[config.mk]
export PLATFORM = sky130hd
export DESIGN_NAME = bld_decoder
export DESIGN_NICKNAME = d
export VERILOG_FILES = /design/src/pkg/bld_pkg.sv /design/src/rtl/bld_decoder.sv
export SDC_FILE = /design/constraint.sdc
export NUM_CORES = 1
export LEC_CHECK = 0
export ABC_AREA = 1
export BUFFER_PORTS_ARGS = -buffer_cell sky130_fd_sc_hd__buf_2
export CELL_PAD_IN_SITES_DETAIL_PLACEMENT = 1
export CELL_PAD_IN_SITES_GLOBAL_PLACEMENT = 2
export CORE_MARGIN = 3
export CORE_UTILIZATION = 25
export DETAILED_ROUTE_END_ITERATION = 12
export HOLD_SLACK_MARGIN = 0.1
export PLACE_DENSITY = 0.83
export SLEW_MARGIN = 20
export SYNTH_ARGS = -nofsm -noshare
export SYNTH_HDL_FRONTEND = slang
export SYNTH_SLANG_ARGS = --single-unit
export TNS_END_PERCENT = 10
[constraint.sdc]
create_clock -name i_clock -period 5.7 [get_ports i_clock]
set_clock_uncertainty 0.2 [all_clocks]
set_input_delay 0.855 -clock i_clock [delete_from_list [all_inputs] [get_ports i_clock]]
set_output_delay 0.855 -clock i_clock [all_outputs]
set_load 0.01 [all_outputs]
[src/pkg/bld_pkg.sv]
// constants shared by the byte load group decoder
// assumes one processor clock and a byte stream from program memory
package bld_pkg;
  // prefix and fixed opcodes
  localparam logic [7:0] OP_PFX_EXT     = 8'hED;  // extended prefix
  localparam logic [7:0] OP_PFX_IX1     = 8'hDD;  // first index prefix
  localparam logic [7:0] OP_PFX_IX2     = 8'hFD;  // second index prefix
  localparam logic [7:0] OP_HOLE        = 8'h76;  // never a move
  localparam logic [7:0] OP_LOAD_A_CTR  = 8'h0A;  // acc from (counter_pair)
  localparam logic [7:0] OP_LOAD_A_SEC  = 8'h1A;  // acc from (second_pair)
  localparam logic [7:0] OP_ST_A_CTR    = 8'h02;  // acc to (counter_pair)
  localparam logic [7:0] OP_ST_A_SEC    = 8'h12;  // acc to (second_pair)
  localparam logic [7:0] OP_LOAD_A_ABS  = 8'h3A;  // acc from (nn)
  localparam logic [7:0] OP_ST_A_ABS    = 8'h32;  // acc to (nn)
  localparam logic [7:0] OP_IMM_MEM     = 8'h36;  // (pointer) or indexed <- n
  localparam logic [7:0] OP_A_FROM_IVEC = 8'h57;  // after extended prefix
  localparam logic [7:0] OP_A_FROM_REFR = 8'h5F;
  localparam logic [7:0] OP_IVEC_FROM_A = 8'h47;
  localparam logic [7:0] OP_REFR_FROM_A = 8'h4F;
  // field layout
  localparam logic [1:0] MOVE_TAG = 2'b01;  // bits 7:6 of a move
  localparam logic [1:0] IMM_TAG  = 2'b00;  // bits 7:6 of an immediate load
  localparam logic [2:0] MEM_CODE = 3'h6;   // register code meaning memory
  // operand selectors: 0..7 follow the register code, 6 is memory
  localparam logic [3:0] SEL_A    = 4'h7;
  localparam logic [3:0] SEL_MEM  = 4'h6;
  localparam logic [3:0] SEL_IVEC = 4'h8;  // interrupt vector base
  localparam logic [3:0] SEL_REFR = 4'h9;  // refresh counter
  localparam logic [3:0] SEL_IMM  = 4'hA;  // data byte of the instruction
  localparam logic [3:0] SEL_NONE = 4'hF;
  // instruction lengths
  localparam logic [2:0] LEN1 = 3'h1;
  localparam logic [2:0] LEN2 = 3'h2;
  localparam logic [2:0] LEN3 = 3'h3;
  localparam logic [2:0] LEN4 = 3'h4;
  // decoder states
  typedef enum logic [5:0] {
    ST_OPC   = 6'h01,  // expecting prefix or opcode
    ST_OPC2  = 6'h02,  // expecting opcode after a prefix
    ST_DISP  = 6'h04,  // expecting displacement
    ST_IMM   = 6'h08,  // expecting data byte
    ST_ADDLO = 6'h10,  // expecting low address byte
    ST_ADDHI = 6'h20   // expecting high address byte
  } bld_state_t;
endpackage

[src/rtl/bld_decoder.sv]
// byte load group decoder: walks the instruction byte stream and
// reports operands, length, memory address and data of each load
// assumes program memory bytes arrive on i_clock with a valid strobe
`timescale 1ns/1ns

// Behaviour
// - move is 01dddsss; 7F and 40 included
// - 70-75 and 77 store register into (pointer_pair)
// - 0A/1A load acc, 02/12 store acc
// - ED 57/5F read, ED 47/4F write
// - 00ddd110 then data byte is immediate load
// - DD/FD prefix indexed, three bytes total
// - displacement directly follows the opcode
// - DD/FD 36 d n is four bytes
// - 3A reads, 32 writes absolute address
// - absolute address arrives low byte first
// - pointer_pair contents are the operand address
// - opcode taken in opcode fetch cycle
// - signed displacement added to index register
module bld_decoder
  import bld_pkg::*;
(
  input  wire logic        i_clock,             // processor clock
  input  wire logic        i_rst,               // sync reset, high
  input  wire logic        i_byte_valid,        // instruction byte present
  input  wire logic [7:0]  i_byte,              // instruction byte
  input  wire logic [15:0] i_pointer_pair,      // pointer pair contents
  input  wire logic [15:0] i_counter_pair,      // counter pair contents
  input  wire logic [15:0] i_second_pair,       // second pair contents
  input  wire logic [15:0] i_first_index_reg,   // first index register
  input  wire logic [15:0] i_second_index_reg,  // second index register
  output logic             o_opcode_fetch_cycle, // next byte is an opcode
  output logic             o_done,              // one-cycle end of instruction
  output logic             o_is_load,           // instruction is a byte load
  output logic [3:0]       o_dst_sel,           // destination selector
  output logic [3:0]       o_src_sel,           // source selector
  output logic [15:0]      o_addr,              // memory operand address
  output logic [7:0]       o_data,              // immediate data byte
  output logic [2:0]       o_length             // bytes in the instruction
);

  bld_state_t  state_q, state_d;   // byte position
  logic [7:0]  op_q,    op_d;      // prefix, then opcode
  logic        idx2_q,  idx2_d;    // second index register chosen
  logic        fetch_q, fetch_d;   // opcode fetch cycle flag
  logic        done_q,  done_d;
  logic        load_q,  load_d;
  logic [3:0]  dst_q,   dst_d;
  logic [3:0]  src_q,   src_d;
  logic [15:0] addr_q,  addr_d;
  logic [7:0]  data_q,  data_d;
  logic [2:0]  len_q,   len_d;
  logic [15:0] idx_base;           // chosen index register
  logic        idx_mem_move;       // exactly one side is memory

  assign idx_base     = idx2_q ? i_second_index_reg : i_first_index_reg;
  assign idx_mem_move = (i_byte[7:6] == MOVE_TAG) && (i_byte != OP_HOLE) &&
                        ((i_byte[5:3] == MEM_CODE) != (i_byte[2:0] == MEM_CODE));

  // next-state decode; without a valid byte only done clears and a corrupt state code recovers
  always_comb begin
    state_d = state_q;
    op_d    = op_q;
    idx2_d  = idx2_q;
    done_d  = 1'b0;
    load_d  = load_q;
    dst_d   = dst_q;
    src_d   = src_q;
    addr_d  = addr_q;
    data_d  = data_q;
    len_d   = len_q;
    if (i_byte_valid) begin
      case (state_q)
        ST_OPC: begin
          op_d   = i_byte;
          load_d = 1'b1;
          len_d  = LEN1;
          dst_d  = SEL_NONE;
          src_d  = SEL_NONE;
          data_d = 8'h00;
          addr_d = 16'h0000;
          if (i_byte == OP_PFX_EXT || i_byte == OP_PFX_IX1 || i_byte == OP_PFX_IX2) begin
            idx2_d  = (i_byte == OP_PFX_IX2);
            state_d = ST_OPC2;
          end else if (i_byte[7:6] == MOVE_TAG && i_byte != OP_HOLE) begin
            // register moves and pointer-indirect forms
            dst_d  = {1'b0, i_byte[5:3]};
            src_d  = {1'b0, i_byte[2:0]};
            addr_d = i_pointer_pair;
            done_d = 1'b1;
          end else if (i_byte == OP_LOAD_A_CTR || i_byte == OP_ST_A_CTR) begin
            dst_d  = (i_byte == OP_LOAD_A_CTR) ? SEL_A : SEL_MEM;
            src_d  = (i_byte == OP_LOAD_A_CTR) ? SEL_MEM : SEL_A;
            addr_d = i_counter_pair;
            done_d = 1'b1;
          end else if (i_byte == OP_LOAD_A_SEC || i_byte == OP_ST_A_SEC) begin
            dst_d  = (i_byte == OP_LOAD_A_SEC) ? SEL_A : SEL_MEM;
            src_d  = (i_byte == OP_LOAD_A_SEC) ? SEL_MEM : SEL_A;
            addr_d = i_second_pair;
            done_d = 1'b1;
          end else if (i_byte[7:6] == IMM_TAG && i_byte[2:0] == MEM_CODE) begin
            dst_d   = {1'b0, i_byte[5:3]};
            src_d   = SEL_IMM;
            addr_d  = i_pointer_pair;       // used only when dst is memory
            len_d   = LEN2;
            state_d = ST_IMM;
          end else if (i_byte == OP_LOAD_A_ABS || i_byte == OP_ST_A_ABS) begin
            dst_d   = (i_byte == OP_LOAD_A_ABS) ? SEL_A : SEL_MEM;
            src_d   = (i_byte == OP_LOAD_A_ABS) ? SEL_MEM : SEL_A;
            len_d   = LEN3;
            state_d = ST_ADDLO;
          end else begin
            load_d = 1'b0;
            done_d = 1'b1;
          end
        end
        ST_OPC2: begin
          len_d = LEN2;
          if (op_q == OP_PFX_EXT) begin
            done_d  = 1'b1;
            state_d = ST_OPC;
            case (i_byte)
              OP_A_FROM_IVEC: begin
                dst_d = SEL_A;
                src_d = SEL_IVEC;
              end
              OP_A_FROM_REFR: begin
                dst_d = SEL_A;
                src_d = SEL_REFR;
              end
              OP_IVEC_FROM_A: begin
                dst_d = SEL_IVEC;
                src_d = SEL_A;
              end
              OP_REFR_FROM_A: begin
                dst_d = SEL_REFR;
                src_d = SEL_A;
              end
              default: load_d = 1'b0;
            endcase
          end else if (i_byte == OP_IMM_MEM || idx_mem_move) begin
            // indexed forms; displacement comes next
            op_d    = i_byte;
            dst_d   = {1'b0, i_byte[5:3]};
            src_d   = (i_byte == OP_IMM_MEM) ? SEL_IMM : {1'b0, i_byte[2:0]};
            len_d   = LEN3;
            state_d = ST_DISP;
          end else begin
            load_d  = 1'b0;
            done_d  = 1'b1;
            state_d = ST_OPC;
          end
        end
        ST_DISP: begin
          // wraps modulo 64K like the address bus
          addr_d = idx_base + {{8{i_byte[7]}}, i_byte};
          if (op_q == OP_IMM_MEM) begin
            len_d   = LEN4;
            state_d = ST_IMM;
          end else begin
            done_d  = 1'b1;
            state_d = ST_OPC;
          end
        end
        ST_IMM: begin
          data_d  = i_byte;
          done_d  = 1'b1;
          state_d = ST_OPC;
        end
        ST_ADDLO: begin
          addr_d[7:0] = i_byte;
          state_d     = ST_ADDHI;
        end
        ST_ADDHI: begin
          addr_d[15:8] = i_byte;
          done_d       = 1'b1;
          state_d      = ST_OPC;
        end
        default: state_d = ST_OPC;
      endcase
    end else if (!(state_q inside {ST_OPC, ST_OPC2, ST_DISP, ST_IMM, ST_ADDLO, ST_ADDHI})) begin
      state_d = ST_OPC;  // recover from a corrupt state code
    end
    fetch_d = (state_d == ST_OPC) || (state_d == ST_OPC2);
  end

  // sequencing state
  always_ff @(posedge i_clock) begin
    if (i_rst) begin
      state_q <= ST_OPC;
      op_q    <= 8'h00;
      idx2_q  <= 1'b0;
      fetch_q <= 1'b1;
      done_q  <= 1'b0;
    end else begin
      state_q <= state_d;
      op_q    <= op_d;
      idx2_q  <= idx2_d;
      fetch_q <= fetch_d;
      done_q  <= done_d;
    end
  end

  // decoded result, held until the first byte of the next instruction is taken
  always_ff @(posedge i_clock) begin
    if (i_rst) begin
      load_q <= 1'b0;
      dst_q  <= SEL_NONE;
      src_q  <= SEL_NONE;
      addr_q <= 16'h0000;
      data_q <= 8'h00;
      len_q  <= LEN1;
    end else begin
      load_q <= load_d;
      dst_q  <= dst_d;
      src_q  <= src_d;
      addr_q <= addr_d;
      data_q <= data_d;
      len_q  <= len_d;
    end
  end

  assign o_opcode_fetch_cycle = fetch_q;
  assign o_done               = done_q;
  assign o_is_load            = load_q;
  assign o_dst_sel            = dst_q;
  assign o_src_sel            = src_q;
  assign o_addr               = addr_q;
  assign o_data               = data_q;
  assign o_length             = len_q;
endmodule

* After elaboration in Yosys (flattened, before gate mapping)
Index checks and enable logic that the tools add are counted.
** Storage, ports and cells
- Bits in registers :: 53
- Input bits :: 91
- Output and inout bits :: 38
- Logic and storage cells :: 163
** Cells by class
- $add $sub $neg :: 1
- Equality and inequality tests :: 37
- Muxes and demuxes :: 81
- Bitwise gates (word level) :: 1
- Reductions and logical operators :: 31
** Operators by type and width (count)
- $mux W16 :: 6
- $mux W4 :: 18
- $mux W6 :: 8
- $pmux W8 S3 :: 2
- $eq A8 B6 Y1 const B :: 4
- $eq A8 B7 Y1 const B :: 4
- $eq A8 B8 Y1 const B :: 4
- $pmux W8 S2 :: 2
- $mux W1 :: 26
- $pmux W4 S3 :: 2
- $pmux W6 S4 :: 1
- $add A16 B16 Y16 :: 1
- $eq A8 B5 Y1 const B :: 2
- $mux W8 :: 2
- $pmux W4 S2 :: 2
- $reduce_and A4 Y1 :: 4
- $eq A6 B1 Y1 const B :: 2
- $eq A6 B2 Y1 const B :: 2
- $mux W2 :: 6
- $ne A5 B3 Y1 const B :: 2
- $mux W3 :: 3
- $ne A3 B3 Y1 const B :: 3
- $pmux W3 S3 :: 1
- $reduce_bool A3 Y1 :: 3
- 23 further kinds :: 41

* Logic depth before layout (Yosys ltp)
Gate-level depths: netlist of run 1.
- Depth in word-level cells :: 12
- Gate-level depth with buffers :: 15
- Gate-level depth less buffers :: 13

* Least setup slack after synthesis of run 1
No wires, ideal clock.
- Kind :: input -> register
- Start :: input i_second_index_reg[0]
- End :: register addr_q[2], in the netlist o_addr[2]
- Setup time :: 0.119 ns
- Data arrival time :: 2.350 ns
- Required time :: 5.381 ns
- Path slack :: 3.030 ns
- Stages :: 8
- Path through :: mux2_2 ha_1 fa_1 or2_2 nand3_1 o21ai_0 nor2_1 a21oi_1
** On the way
- Longest elaborated chain between the ends :: 3
** RTL lines
- from (decl) :: RTL line bld_decoder.sv:31 : input wire logic [15:0] i_second_index_reg,
- $mux W16 :: RTL line bld_decoder.sv:56 : assign idx_base = idx2_q ? i_second_index_reg : i_first_index_reg;
- $add A16 B16 Y16 :: RTL line bld_decoder.sv:156 : addr_d = idx_base + {{8{i_byte[7]}}, i_byte};
- $pmux W8 S3 :: RTL line bld_decoder.sv:73 : case (state_q)
- to (signal assigned) :: RTL line bld_decoder.sv:217 : addr_q <= addr_d;
- to (decl) :: RTL line bld_decoder.sv:50 : logic [15:0] addr_q, addr_d;
No other way between the ends.
A chain may end at the register's enable or synchronous reset.

* Worst setup path in the final report of run 1
- Start :: register idx2_q
- End :: register addr_q[2], in the netlist o_addr[2]
** On the way
- Longest elaborated chain between the ends :: 3
** RTL lines
- from (decl) :: RTL line bld_decoder.sv:44 : logic idx2_q, idx2_d;
- from (signal assigned) :: RTL line bld_decoder.sv:198 : idx2_q <= idx2_d;
- $mux W16 :: RTL line bld_decoder.sv:56
- $add A16 B16 Y16 :: RTL line bld_decoder.sv:156
- $pmux W8 S3 :: RTL line bld_decoder.sv:73
No other way between the ends.

==> out/qor.csv, run 1 <==
stage;metric;value;unit
pwr;Power Total;1048;uW
clock_network;buffers inserted by post-CTS timing repair;0;
finish;diode count;0;
routing;Post-Route M1 WL;9017;um
sta;Final setup viols;0;
routing;ANT nets after route;0;
die;die height;142.2;um
die;core footprint;18090;sq um
job;total of max-cap violations;0;
finish;fin area;5595;sq um
finish;Final Util;30.94;%
die;full die area;20210;sq um
sta;setup_tns;0;ns
sta;RSZ-0062 raised after global routing;no;
logic_synthesis;register bit total from synthesis;53;
critical_path;Worst Path Max Fanout;18;
routing;vias per inst;4.746;
critical_path;CP Data Arrival Time;3.03;ns
critical_path;Worst setup SP type;flop;
clock_network;clk buf depth;2;
die;Initial Util;25.62;%
global_routing;Total Routing Usage GR;17.84;%
pwr;Power Dens Cells;187.3;nW/um^2
logic_synthesis;Avg Synthesized Cell Area;5.904;sq um
routing;total number of vias;5363;
min_path;worst hold path class;reg2reg;
critical_path;CP Class;reg2reg;
placement;HPWL after detailed placement;14370;um
routing;Detailed Routing Iterations Pass 1;4;
logic_synthesis;mapped cell area;4634;sq um
logic_synthesis;ranking of synthesized cells by instance count;nand2_1, nor2_1, inv_1, nand3_1, dfxtp_1;
placement;dpl cell area;5441;sq um
placement;port bufs;128;
clock_network;H-tree depth;2;
routing;drt wl/cell;15.94;um
logic_synthesis;post-synth top area share;22.89;%
logic_synthesis;Seq/Total Area, Yosys;22.89;%
min_path;hold_sp;o_data[5];
logic_synthesis;most common cell in the netlist;nand2_1;
global_routing;number of global-route vias before repair;5384;
global_routing;largest net degree at the start of global routing;36;
clock_network;Post-CTS Resized;0;
sta;Final Cycle Share;53.14;%
routing;met3 WL post-DR;797;um
clock_network;cts bufs inserted;5;
logic_synthesis;Post-synth ARST share;0;%
clock_network;Sink Count;53;
logic_synthesis;number of synthesized flops with an enable pin;0;
logic_synthesis;synth warn;0;
critical_path;Crit. End Element;flop;
pwr;leakage;0.002875;uW
clock_network;latest clock arrival within the worst-skew pair;0.32;ns
finish;fillers;2416;
critical_path;CP peak stage delay;0.85;ns
finish;Area growth, synth to finish;20.73;%
routing;highest routed layer;met4;
sta;max_slew headroom;45.96;%
routing;Initial DRC Count;289;
global_routing;initial antenna violation count;0;
sta;minimum clock period;3.029;ns
logic_synthesis;syn_nets;892;
logic_synthesis;post-synthesis cell count;785;
status;status;finished, final reports clean;
clock_network;Root Driver;clkbuf_16;
critical_path;CP Launch Point;idx2_q;
finish;layout cells sized above 1;22.64;%
global_routing;first-pass GRT wire length;28910;um
critical_path;Worst R2R Start;idx2_q;
logic_synthesis;largest cells by area after synthesis;dfxtp_1, nand2_1, nand3_1;
critical_path;worst-path cell chain;mux2_2 > ha_1 > fa_1 > or2_2 > nand3_1 > o21ai_0 > nor2_1 > a21oi_1;
global_routing;gr ovfl total;0;
sta;Final Hold Fails;0;
sta;final-report max-slew violation count;0;
routing;Routed WL;18010;um
finish;nets;1007;
sta;slew at the pin closest to its max-slew limit;0.8095;ns
critical_path;Slowest-stage cell, CP;dfxtp_1;
routing;routed wl met2;8048;um
die;Rows;49;
sta;Fmax;330.1;MHz
logic_synthesis;top cell type by total area after synthesis;dfxtp_1;
die;# IOs;129;
die;Die X;142.2;um
clock_network;cts hold-fix bufs;0;
logic_synthesis;dominant synthesized flop cell;dfxtp_1;
clock_network;CTS tree;built;
critical_path;WP data required;5.70;ns
placement;global placer's final weighted congestion;0.8644;
pwr;peak supply drop;114.7;uV
clock_network;Worst-path clk slew;0.09;ns
logic_synthesis;synth unique cells;37;
routing;DRC violation count after routing;0;
## per-stage QoR
step / hold slack [ns] / std cells / worst slack (ns)
after global placement: 0.2466 / 1122 / 2.672
after detailed placement: 0.2563 / 1122 / 2.674
after global routing: 0.3011 / 1130 / 2.418
final: 0.2704 / 1130 / 2.671
after floorplan: 0.2610 / 785 / 3.030
after CTS: 0.2746 / 1130 / 2.634
## registers in the layout, indices dropped and copies added, names as in the netlist
register / count
o_length: 3
state_q: 6
o_src_sel: 4
o_done: 1
o_opcode_fetch_cycle: 1
o_is_load: 1
o_addr: 16
op_q: 8
o_data: 8
o_dst_sel: 4
idx2_q: 1
## final cells by class
class                           instances  area [sq um]  share of cell area (%)
Multi-Input combinational cell        616          3089                   55.21
Sequential cell                        53          1061                   18.96
Clock buffer                            5         125.1                   2.236
Clock inverter                          3         28.78                  0.5143
Timing Repair Buffer                  128         640.6                   11.45
Inverter                               96         364.1                   6.507
Tap cell                              229         286.5                   5.121
## worst paths after layout
path / to / slack [ns] / depth (start not counted)
worst max-delay path: o_addr[2] / 2.67 / 8
worst min-delay path: o_data[5] / 0.27 / 2
worst max register to register: o_addr[2] / 2.67 / 8
worst min register to register: o_data[5] / 0.27 / 2
## layout by cell type (no fill, tap or decap), types with 8 or more instances in the layout
| master | count |
|---|---|
| mux2_2 | 15 |
| nand2_1 | 281 |
| inv_1 | 81 |
| nor2_4 | 11 |
| inv_2 | 11 |
| nor2_1 | 83 |
| nand4_1 | 8 |
| o21ai_0 | 29 |
| a21oi_1 | 46 |
| dfxtp_1 | 53 |
| buf_2 | 128 |
| ha_1 | 15 |
| nand3_1 | 78 |
## cells by family after synthesis
group                      Yosys count  synth area share (%)
AOI/OAI and AO/OA                   85                 9.719
adders and majority gates           16                 4.482
DFF                                 53                 22.89
and+or+nand+nor                    499                 48.62
buffers and inverters              116                 10.45
muxes                               15                 3.645
xor gates and xnor gates             1                0.1890
## where the power goes
group,switching [uW],internal [uW]
logic,191,109
clock network,170,169
registers,15.1,393
## worst max-delay path, delay by kind of cell, from the launching register on
kind / cells / cell delay (ns)
DFF: 1 / 0.85
adders and majority gates: 2 / 0.71
and+or+nand+nor: 3 / 0.55
muxes: 1 / 0.41
AOI/OAI and AO/OA: 2 / 0.18
## layer usage
layer  track usage (%)  up-vias
met5                 0        -
met4             3.586        0
met3             2.386       11
met2             28.94      115
met1             25.40     2512
li1                  -     2725
Note: power is estimated with default switching activity, not from simulation.
==> inputs of run 2 (changes only) <==
Settings changed: CORE_UTILIZATION 25 to 24, PLACE_DENSITY 0.83 to 0.84.
Clock period 5.7 ns to 2.45 ns, I/O delays scaled along.
==> out/qor.csv, run 2 (synthesis results as in run 1) <==
stage;metric;value;unit;change
die;Die X;145.0;um;+2.0%
global_routing;number of global-route vias before repair;5620;;+4.4%
routing;drt wl/cell;15.65;um;-1.8%
placement;global placer's final weighted congestion;0.8506;;-1.6%
global_routing;gr ovfl total;0;;unchanged
global_routing;Total Routing Usage GR;16.77;%;-1.1 points
clock_network;H-tree depth;2;;unchanged
status;status;finished, final reports clean;;
sta;Final Cycle Share;97.02;%;+44 points
placement;DP Worst Slack;-0.06803;ns;-2.742 ns
finish;most common cell after layout, fill and taps aside;nand2_1;;
job;total of max-cap violations;0;;unchanged
sta;max_slew headroom;58.25;%;+12 points
sta;Final Hold Fails;0;;unchanged
routing;ANT nets after route;0;;unchanged
clock_network;Root Driver;clkbuf_16;;
finish;most frequent cells in the layout;nand2_1, buf_2, inv_1;;
routing;total number of vias;5500;;+2.6%
pwr;leakage;0.003128;uW;+8.8%
pwr;peak supply drop;235.7;uV;+110%
finish;nets;1046;;+3.9%
clock_network;Sink Count;53;;unchanged
routing;Initial DRC Count;299;;+3.5%
sta;minimum clock period;2.377;ns;-0.6520 ns
critical_path;Crit. End Element;flop;;
sta;RSZ-0062 raised after global routing;yes;;
critical_path;CP Data Arrival Time;2.42;ns;-0.61 ns
critical_path;WP data required;2.49;ns;-3.21 ns
global_routing;initial antenna violation count;0;;unchanged
finish;Area growth, synth to finish;35.64;%;
critical_path;worst-path cell chain;clkbuf_16 > mux2_2 > ha_4 > nand2_1 > nor2_1 > nand2_1 > nand3_1 > nand2_1 > nand3_1 > nand3_1 > a21oi_1;;
min_path;hold_sp;i_pointer_pair[4];;
sta;final-report max-slew violation count;0;;unchanged
critical_path;R2R setup slack;0.07;ns;-2.60 ns
die;Initial Util;24.61;%;-1.0 points
clock_network;CTS tree;built;;
routing;Detailed Routing Iterations Pass 1;4;;unchanged
critical_path;Slowest-stage cell, CP;dfxtp_4;;
critical_path;CP peak stage delay;0.42;ns;-0.43 ns
critical_path;Worst R2R Start;idx2_q;;
placement;Placed Instances;1187;;+5.8%
finish;layout cells sized above 1;30.21;%;+7.6 points
routing;vias per inst;4.583;;-3.4%
clock_network;latest clock arrival within the worst-skew pair;0.30;ns;-0.02 ns
die;full die area;21010;sq um;+4.0%
global_routing;first-pass GRT wire length;29150;um;+0.83%
critical_path;Reg2Reg Depth;11;;+3
finish;Final Non-Filler Cells;1200;;+6.2%
critical_path;Worst Path Max Fanout;8;;-10
min_path;worst hold path class;in2reg;;
die;# IOs;129;;unchanged
global_routing;largest net degree at the start of global routing;29;;-19%
critical_path;r2r endpoint;o_addr[14];;
finish;max reg flops;16;;unchanged
critical_path;CP Launch Point;idx2_q;;
die;Rows;50;;+2.0%
die;core footprint;18830;sq um;+4.1%
critical_path;Worst setup SP type;flop;;
placement;HPWL after detailed placement;14710;um;+2.4%
min_path;Hold Path Depth;5;;+3
routing;DRC violation count after routing;0;;unchanged
placement;port bufs;128;;unchanged
clock_network;cts bufs inserted;5;;unchanged
clock_network;clk buf depth;2;;unchanged
pwr;Power Dens Cells;408.9;nW/um^2;+120%
die;die height;145.0;um;+2.0%
sta;Final setup viols;0;;unchanged
finish;diode count;0;;unchanged
clock_network;Worst-path clk slew;0.08;ns;about the same
min_path;sink of the worst hold path;o_addr[4];;
sta;Fmax;420.7;MHz;+27%
sta;final worst slack;0.07292;ns;-2.598 ns
sta;slew at the pin closest to its max-slew limit;0.6262;ns;-0.1833 ns
critical_path;CP Class;reg2reg;;
routing;Routed WL;18780;um;+4.3%
[run 2: worst max-delay path by stage]
| stage | endpoint | slack (ns) | depth (start not counted) |
|---|---|---|---|
| CTS | o_addr[8] | 0.02 | 13 |
| finish | o_addr[14] | 0.07 | 11 |
| global route | o_addr[9] | -0.05 | 14 |
| detailed placement | o_addr[4] | -0.07 | 11 |
| global placement | o_addr[4] | -0.06 | 11 |
| floorplan | o_addr[7] | 0.05 | 15 |
[run 2: repair_timing]
| item | in CTS | in global routing |
|---|---|---|
| setup endpoints to repair | 6 | 13 |
| gates resized for setup | 5 | 56 |
| pin swaps | 0 | 4 |
| buffers inserted | 0 | 3 |
| hold buffers | 0 | 0 |
| endpoints found under the hold margin | 0 | 0 |
| cloned | 0 | 2 |
[run 2: stage by stage]
| step | TNS (ns) | cell area [sq um] | hold WS, ns | total power [uW] | utilization, % |
|---|---|---|---|---|---|
| floorplan | 0 | 4638 | 0.2610 | 1412 | - |
| global placement | -0.1316 | 5761 | 0.2512 | 1715 | 30.59 |
| detailed placement | -0.1993 | 5761 | 0.2522 | 1728 | 30.59 |
| CTS | 0 | 5928 | 0.2216 | 2518 | 31.48 |
| global route | -0.1319 | 6286 | 0.2574 | 2741 | 33.38 |
| finish | 0 | 6286 | 0.2416 | 2570 | 33.38 |
[run 2: critical path, delay by kind of cell (launching register included)]
family | cells | cell delay (ns)
simple gates | 7 | 0.73
compound gates | 1 | 0.14
mux | 1 | 0.36
flops | 1 | 0.42
buf+inv | 1 | 0.18
fa+ha+maj | 1 | 0.30
[run 2: cell type report]
| class | instances | area (sq um) |
|---|---|---|
| repair buffers | 167 | 993.5 |
| inverters | 96 | 364.1 |
| flip-flops and latches | 53 | 1065 |
| well taps | 260 | 325.3 |
| fillers | 2489 | 12540 |
| clock inverters | 3 | 28.78 |
| multi-input cells | 616 | 3385 |
| clock buffers | 5 | 125.1 |
[run 2: power breakdown]
group          switching [uW]  internal, uW
clock                     382           394
sequential               32.9           913
combinational             501           348
[run 2: metal layers]
metal | wire length [um] | track usage [%] | vias up
met5 | 0 | 0 | -
met4 | 259 | 3.278 | 0
met3 | 1072 | 2.780 | 15
met2 | 8666 | 28.17 | 130
met1 | 8780 | 22.84 | 2545
li1 | - | - | 2810
==> inputs of run 3 (changes only) <==
Settings changed: MAX_ROUTING_LAYER set to met4, PLACE_DENSITY 0.84 to not set, PLACE_DENSITY_LB_ADDON set to 0.05.
==> out/qor.csv, run 3 (synthesis results as in run 1) <==
stage;metric;value;unit;change
clock_network;cts hold-fix bufs;0;;unchanged
sta;minimum clock period;2.349;ns;-0.02811 ns
placement;global placer's final weighted congestion;0.8526;;+0.24%
finish;nets;1048;;+0.19%
clock_network;cts bufs inserted;5;;unchanged
sta;Final Hold Fails;0;;unchanged
sta;Fmax;425.7;MHz;+1.2%
die;Initial Util;24.61;%;unchanged
die;Die X;145.0;um;unchanged
finish;Area growth, synth to finish;32.83;%;
clock_network;Root Driver;clkbuf_16;;
global_routing;gr ovfl total;0;;unchanged
finish;Final Non-Filler Cells;1203;;+0.25%
job;total of max-cap violations;0;;unchanged
global_routing;met1 layer usage reported by global route;22.26;%;-0.58 points
routing;DRC violation count after routing;0;;unchanged
global_routing;number of global-route vias before repair;5902;;+5.0%
die;die height;145.0;um;unchanged
sta;max_slew headroom;51.24;%;-7.0 points
sta;slew at the pin closest to its max-slew limit;0.7306;ns;+0.1044 ns
sta;Final setup viols;0;;unchanged
routing;Routed WL;19550;um;+4.1%
critical_path;Crit. End Element;flop;;
global_routing;first-pass GRT wire length;31060;um;+6.5%
placement;port bufs;128;;unchanged
finish;most frequent cells in the layout;nand2_1, buf_2, inv_1;;
global_routing;initial antenna violation count;0;;unchanged
min_path;worst hold path class;in2reg;;
sta;final-report max-slew violation count;0;;unchanged
pwr;Power Total;2540;uW;-1.2%
finish;layout cells sized above 1;29.83;%;-0.38 points
routing;vias per inst;4.585;;about the same
critical_path;Worst setup SP type;flop;;
critical_path;CP Class;reg2reg;;
finish;max reg flops;16;;unchanged
global_routing;routing usage on met2;34.25;%;+6.1 points
pwr;Power Dens Cells;412.7;nW/um^2;+0.92%
routing;Initial DRC Count;200;;-33%
critical_path;CP Data Arrival Time;2.40;ns;-0.02 ns
routing;drt wl/cell;16.25;um;+3.8%
clock_network;Sink Count;53;;unchanged
sta;setup_tns;0;ns;unchanged
pwr;peak supply drop;247.5;uV;+5.0%
sta;Final Cycle Share;95.88;%;-1.1 points
die;# IOs;129;;unchanged
routing;Detailed Routing Iterations Pass 1;4;;unchanged
global_routing;met3 Track Usage GR;2.342;%;-0.44 points
die;Rows;50;;unchanged
clock_network;Worst-path clk slew;0.09;ns;about the same
routing;total number of vias;5516;;+0.29%
die;full die area;21010;sq um;unchanged
placement;Placed Instances;1193;;+0.51%
clock_network;latest clock arrival within the worst-skew pair;0.32;ns;+0.02 ns
pwr;leakage;0.003088;uW;-1.3%
clock_network;clk buf depth;2;;unchanged
critical_path;WP data required;2.50;ns;about the same
global_routing;largest net degree at the start of global routing;20;;-31%
critical_path;Worst Path Max Fanout;4;;-4
die;core footprint;18830;sq um;unchanged
status;status;finished, final reports clean;;
finish;most common cell after layout, fill and taps aside;nand2_1;;
clock_network;CTS tree;built;;
clock_network;H-tree depth;2;;unchanged
global_routing;GR peak layer;met2;;
sta;RSZ-0062 raised after global routing;yes;;
routing;ANT nets after route;0;;unchanged
global_routing;Total Routing Usage GR;18.93;%;+2.2 points
placement;HPWL after detailed placement;16230;um;+10%
[run 3: layout make-up]
type | count | area (sq um)
Fill cell | 2504 | 12670
Inverter | 96 | 364.1
Antenna cell | 1 | 2.502
Clock buffer | 6 | 128.9
Tap cell | 260 | 325.3
Timing Repair Buffer | 169 | 960.9
Sequential cell | 53 | 1065
Clock inverter | 2 | 13.76
Multi-Input combinational cell | 616 | 3296
[run 3: stage by stage]
| stage | instance area, sq um | hold slack [ns] | utilization (%) | setup WS, ns |
|---|---|---|---|---|
| after floorplan | 4638 | 0.2610 | - | 0.04967 |
| after global placement | 5793 | 0.2461 | 30.76 | -0.1393 |
| after detailed placement | 5793 | 0.2503 | 30.76 | -0.1586 |
| after CTS | 5963 | 0.2067 | 31.67 | 0.004497 |
| after global routing | 6153 | 0.2305 | 32.68 | -0.02637 |
| final | 6156 | 0.2215 | 32.69 | 0.1010 |
[run 3: worst paths after layout]
path | startpoint | end | slack [ns] | cells past startpoint
hold reg to reg | o_dst_sel[0] | o_dst_sel[0] | 0.26 | 2
setup reg to reg | idx2_q | o_addr[14] | 0.10 | 12
setup / recovery | idx2_q | o_addr[14] | 0.10 | 12
hold / removal | i_byte[6] | o_data[6] | 0.22 | 3
[run 3: timing repair]
action                     in CTS  in global routing
buffers inserted                0                  1
resized for setup               9                 34
setup endpoints to repair      11                 12
pin swaps                       1                  3
[run 3: report_power, final]
group	leakage (uW)	internal [uW]	switching [uW]	total, uW
Combinational	0.00258	330	496	826
Clock	0.0000712	384	386	770
Sequential	0.000436	913	32.0	945
[run 3: worst max-delay path: stages (launching register included)]
cell     delay, ns
dfxtp_4       0.38
buf_4         0.14
mux2_2        0.37
ha_4          0.29
buf_4         0.11
nand2_1       0.05
nor2_1        0.15
nand2_1       0.09
nand3_2       0.09
nand2_2       0.07
nand3_1       0.08
nand3_1       0.12
a21oi_2       0.16
[run 3: layer usage]
layer | up-vias | routed length, um
met2 | 90 | 10050
li1 | 2807 | -
met3 | 21 | 505
met1 | 2598 | 8614
met4 | 0 | 374
met5 | - | 0
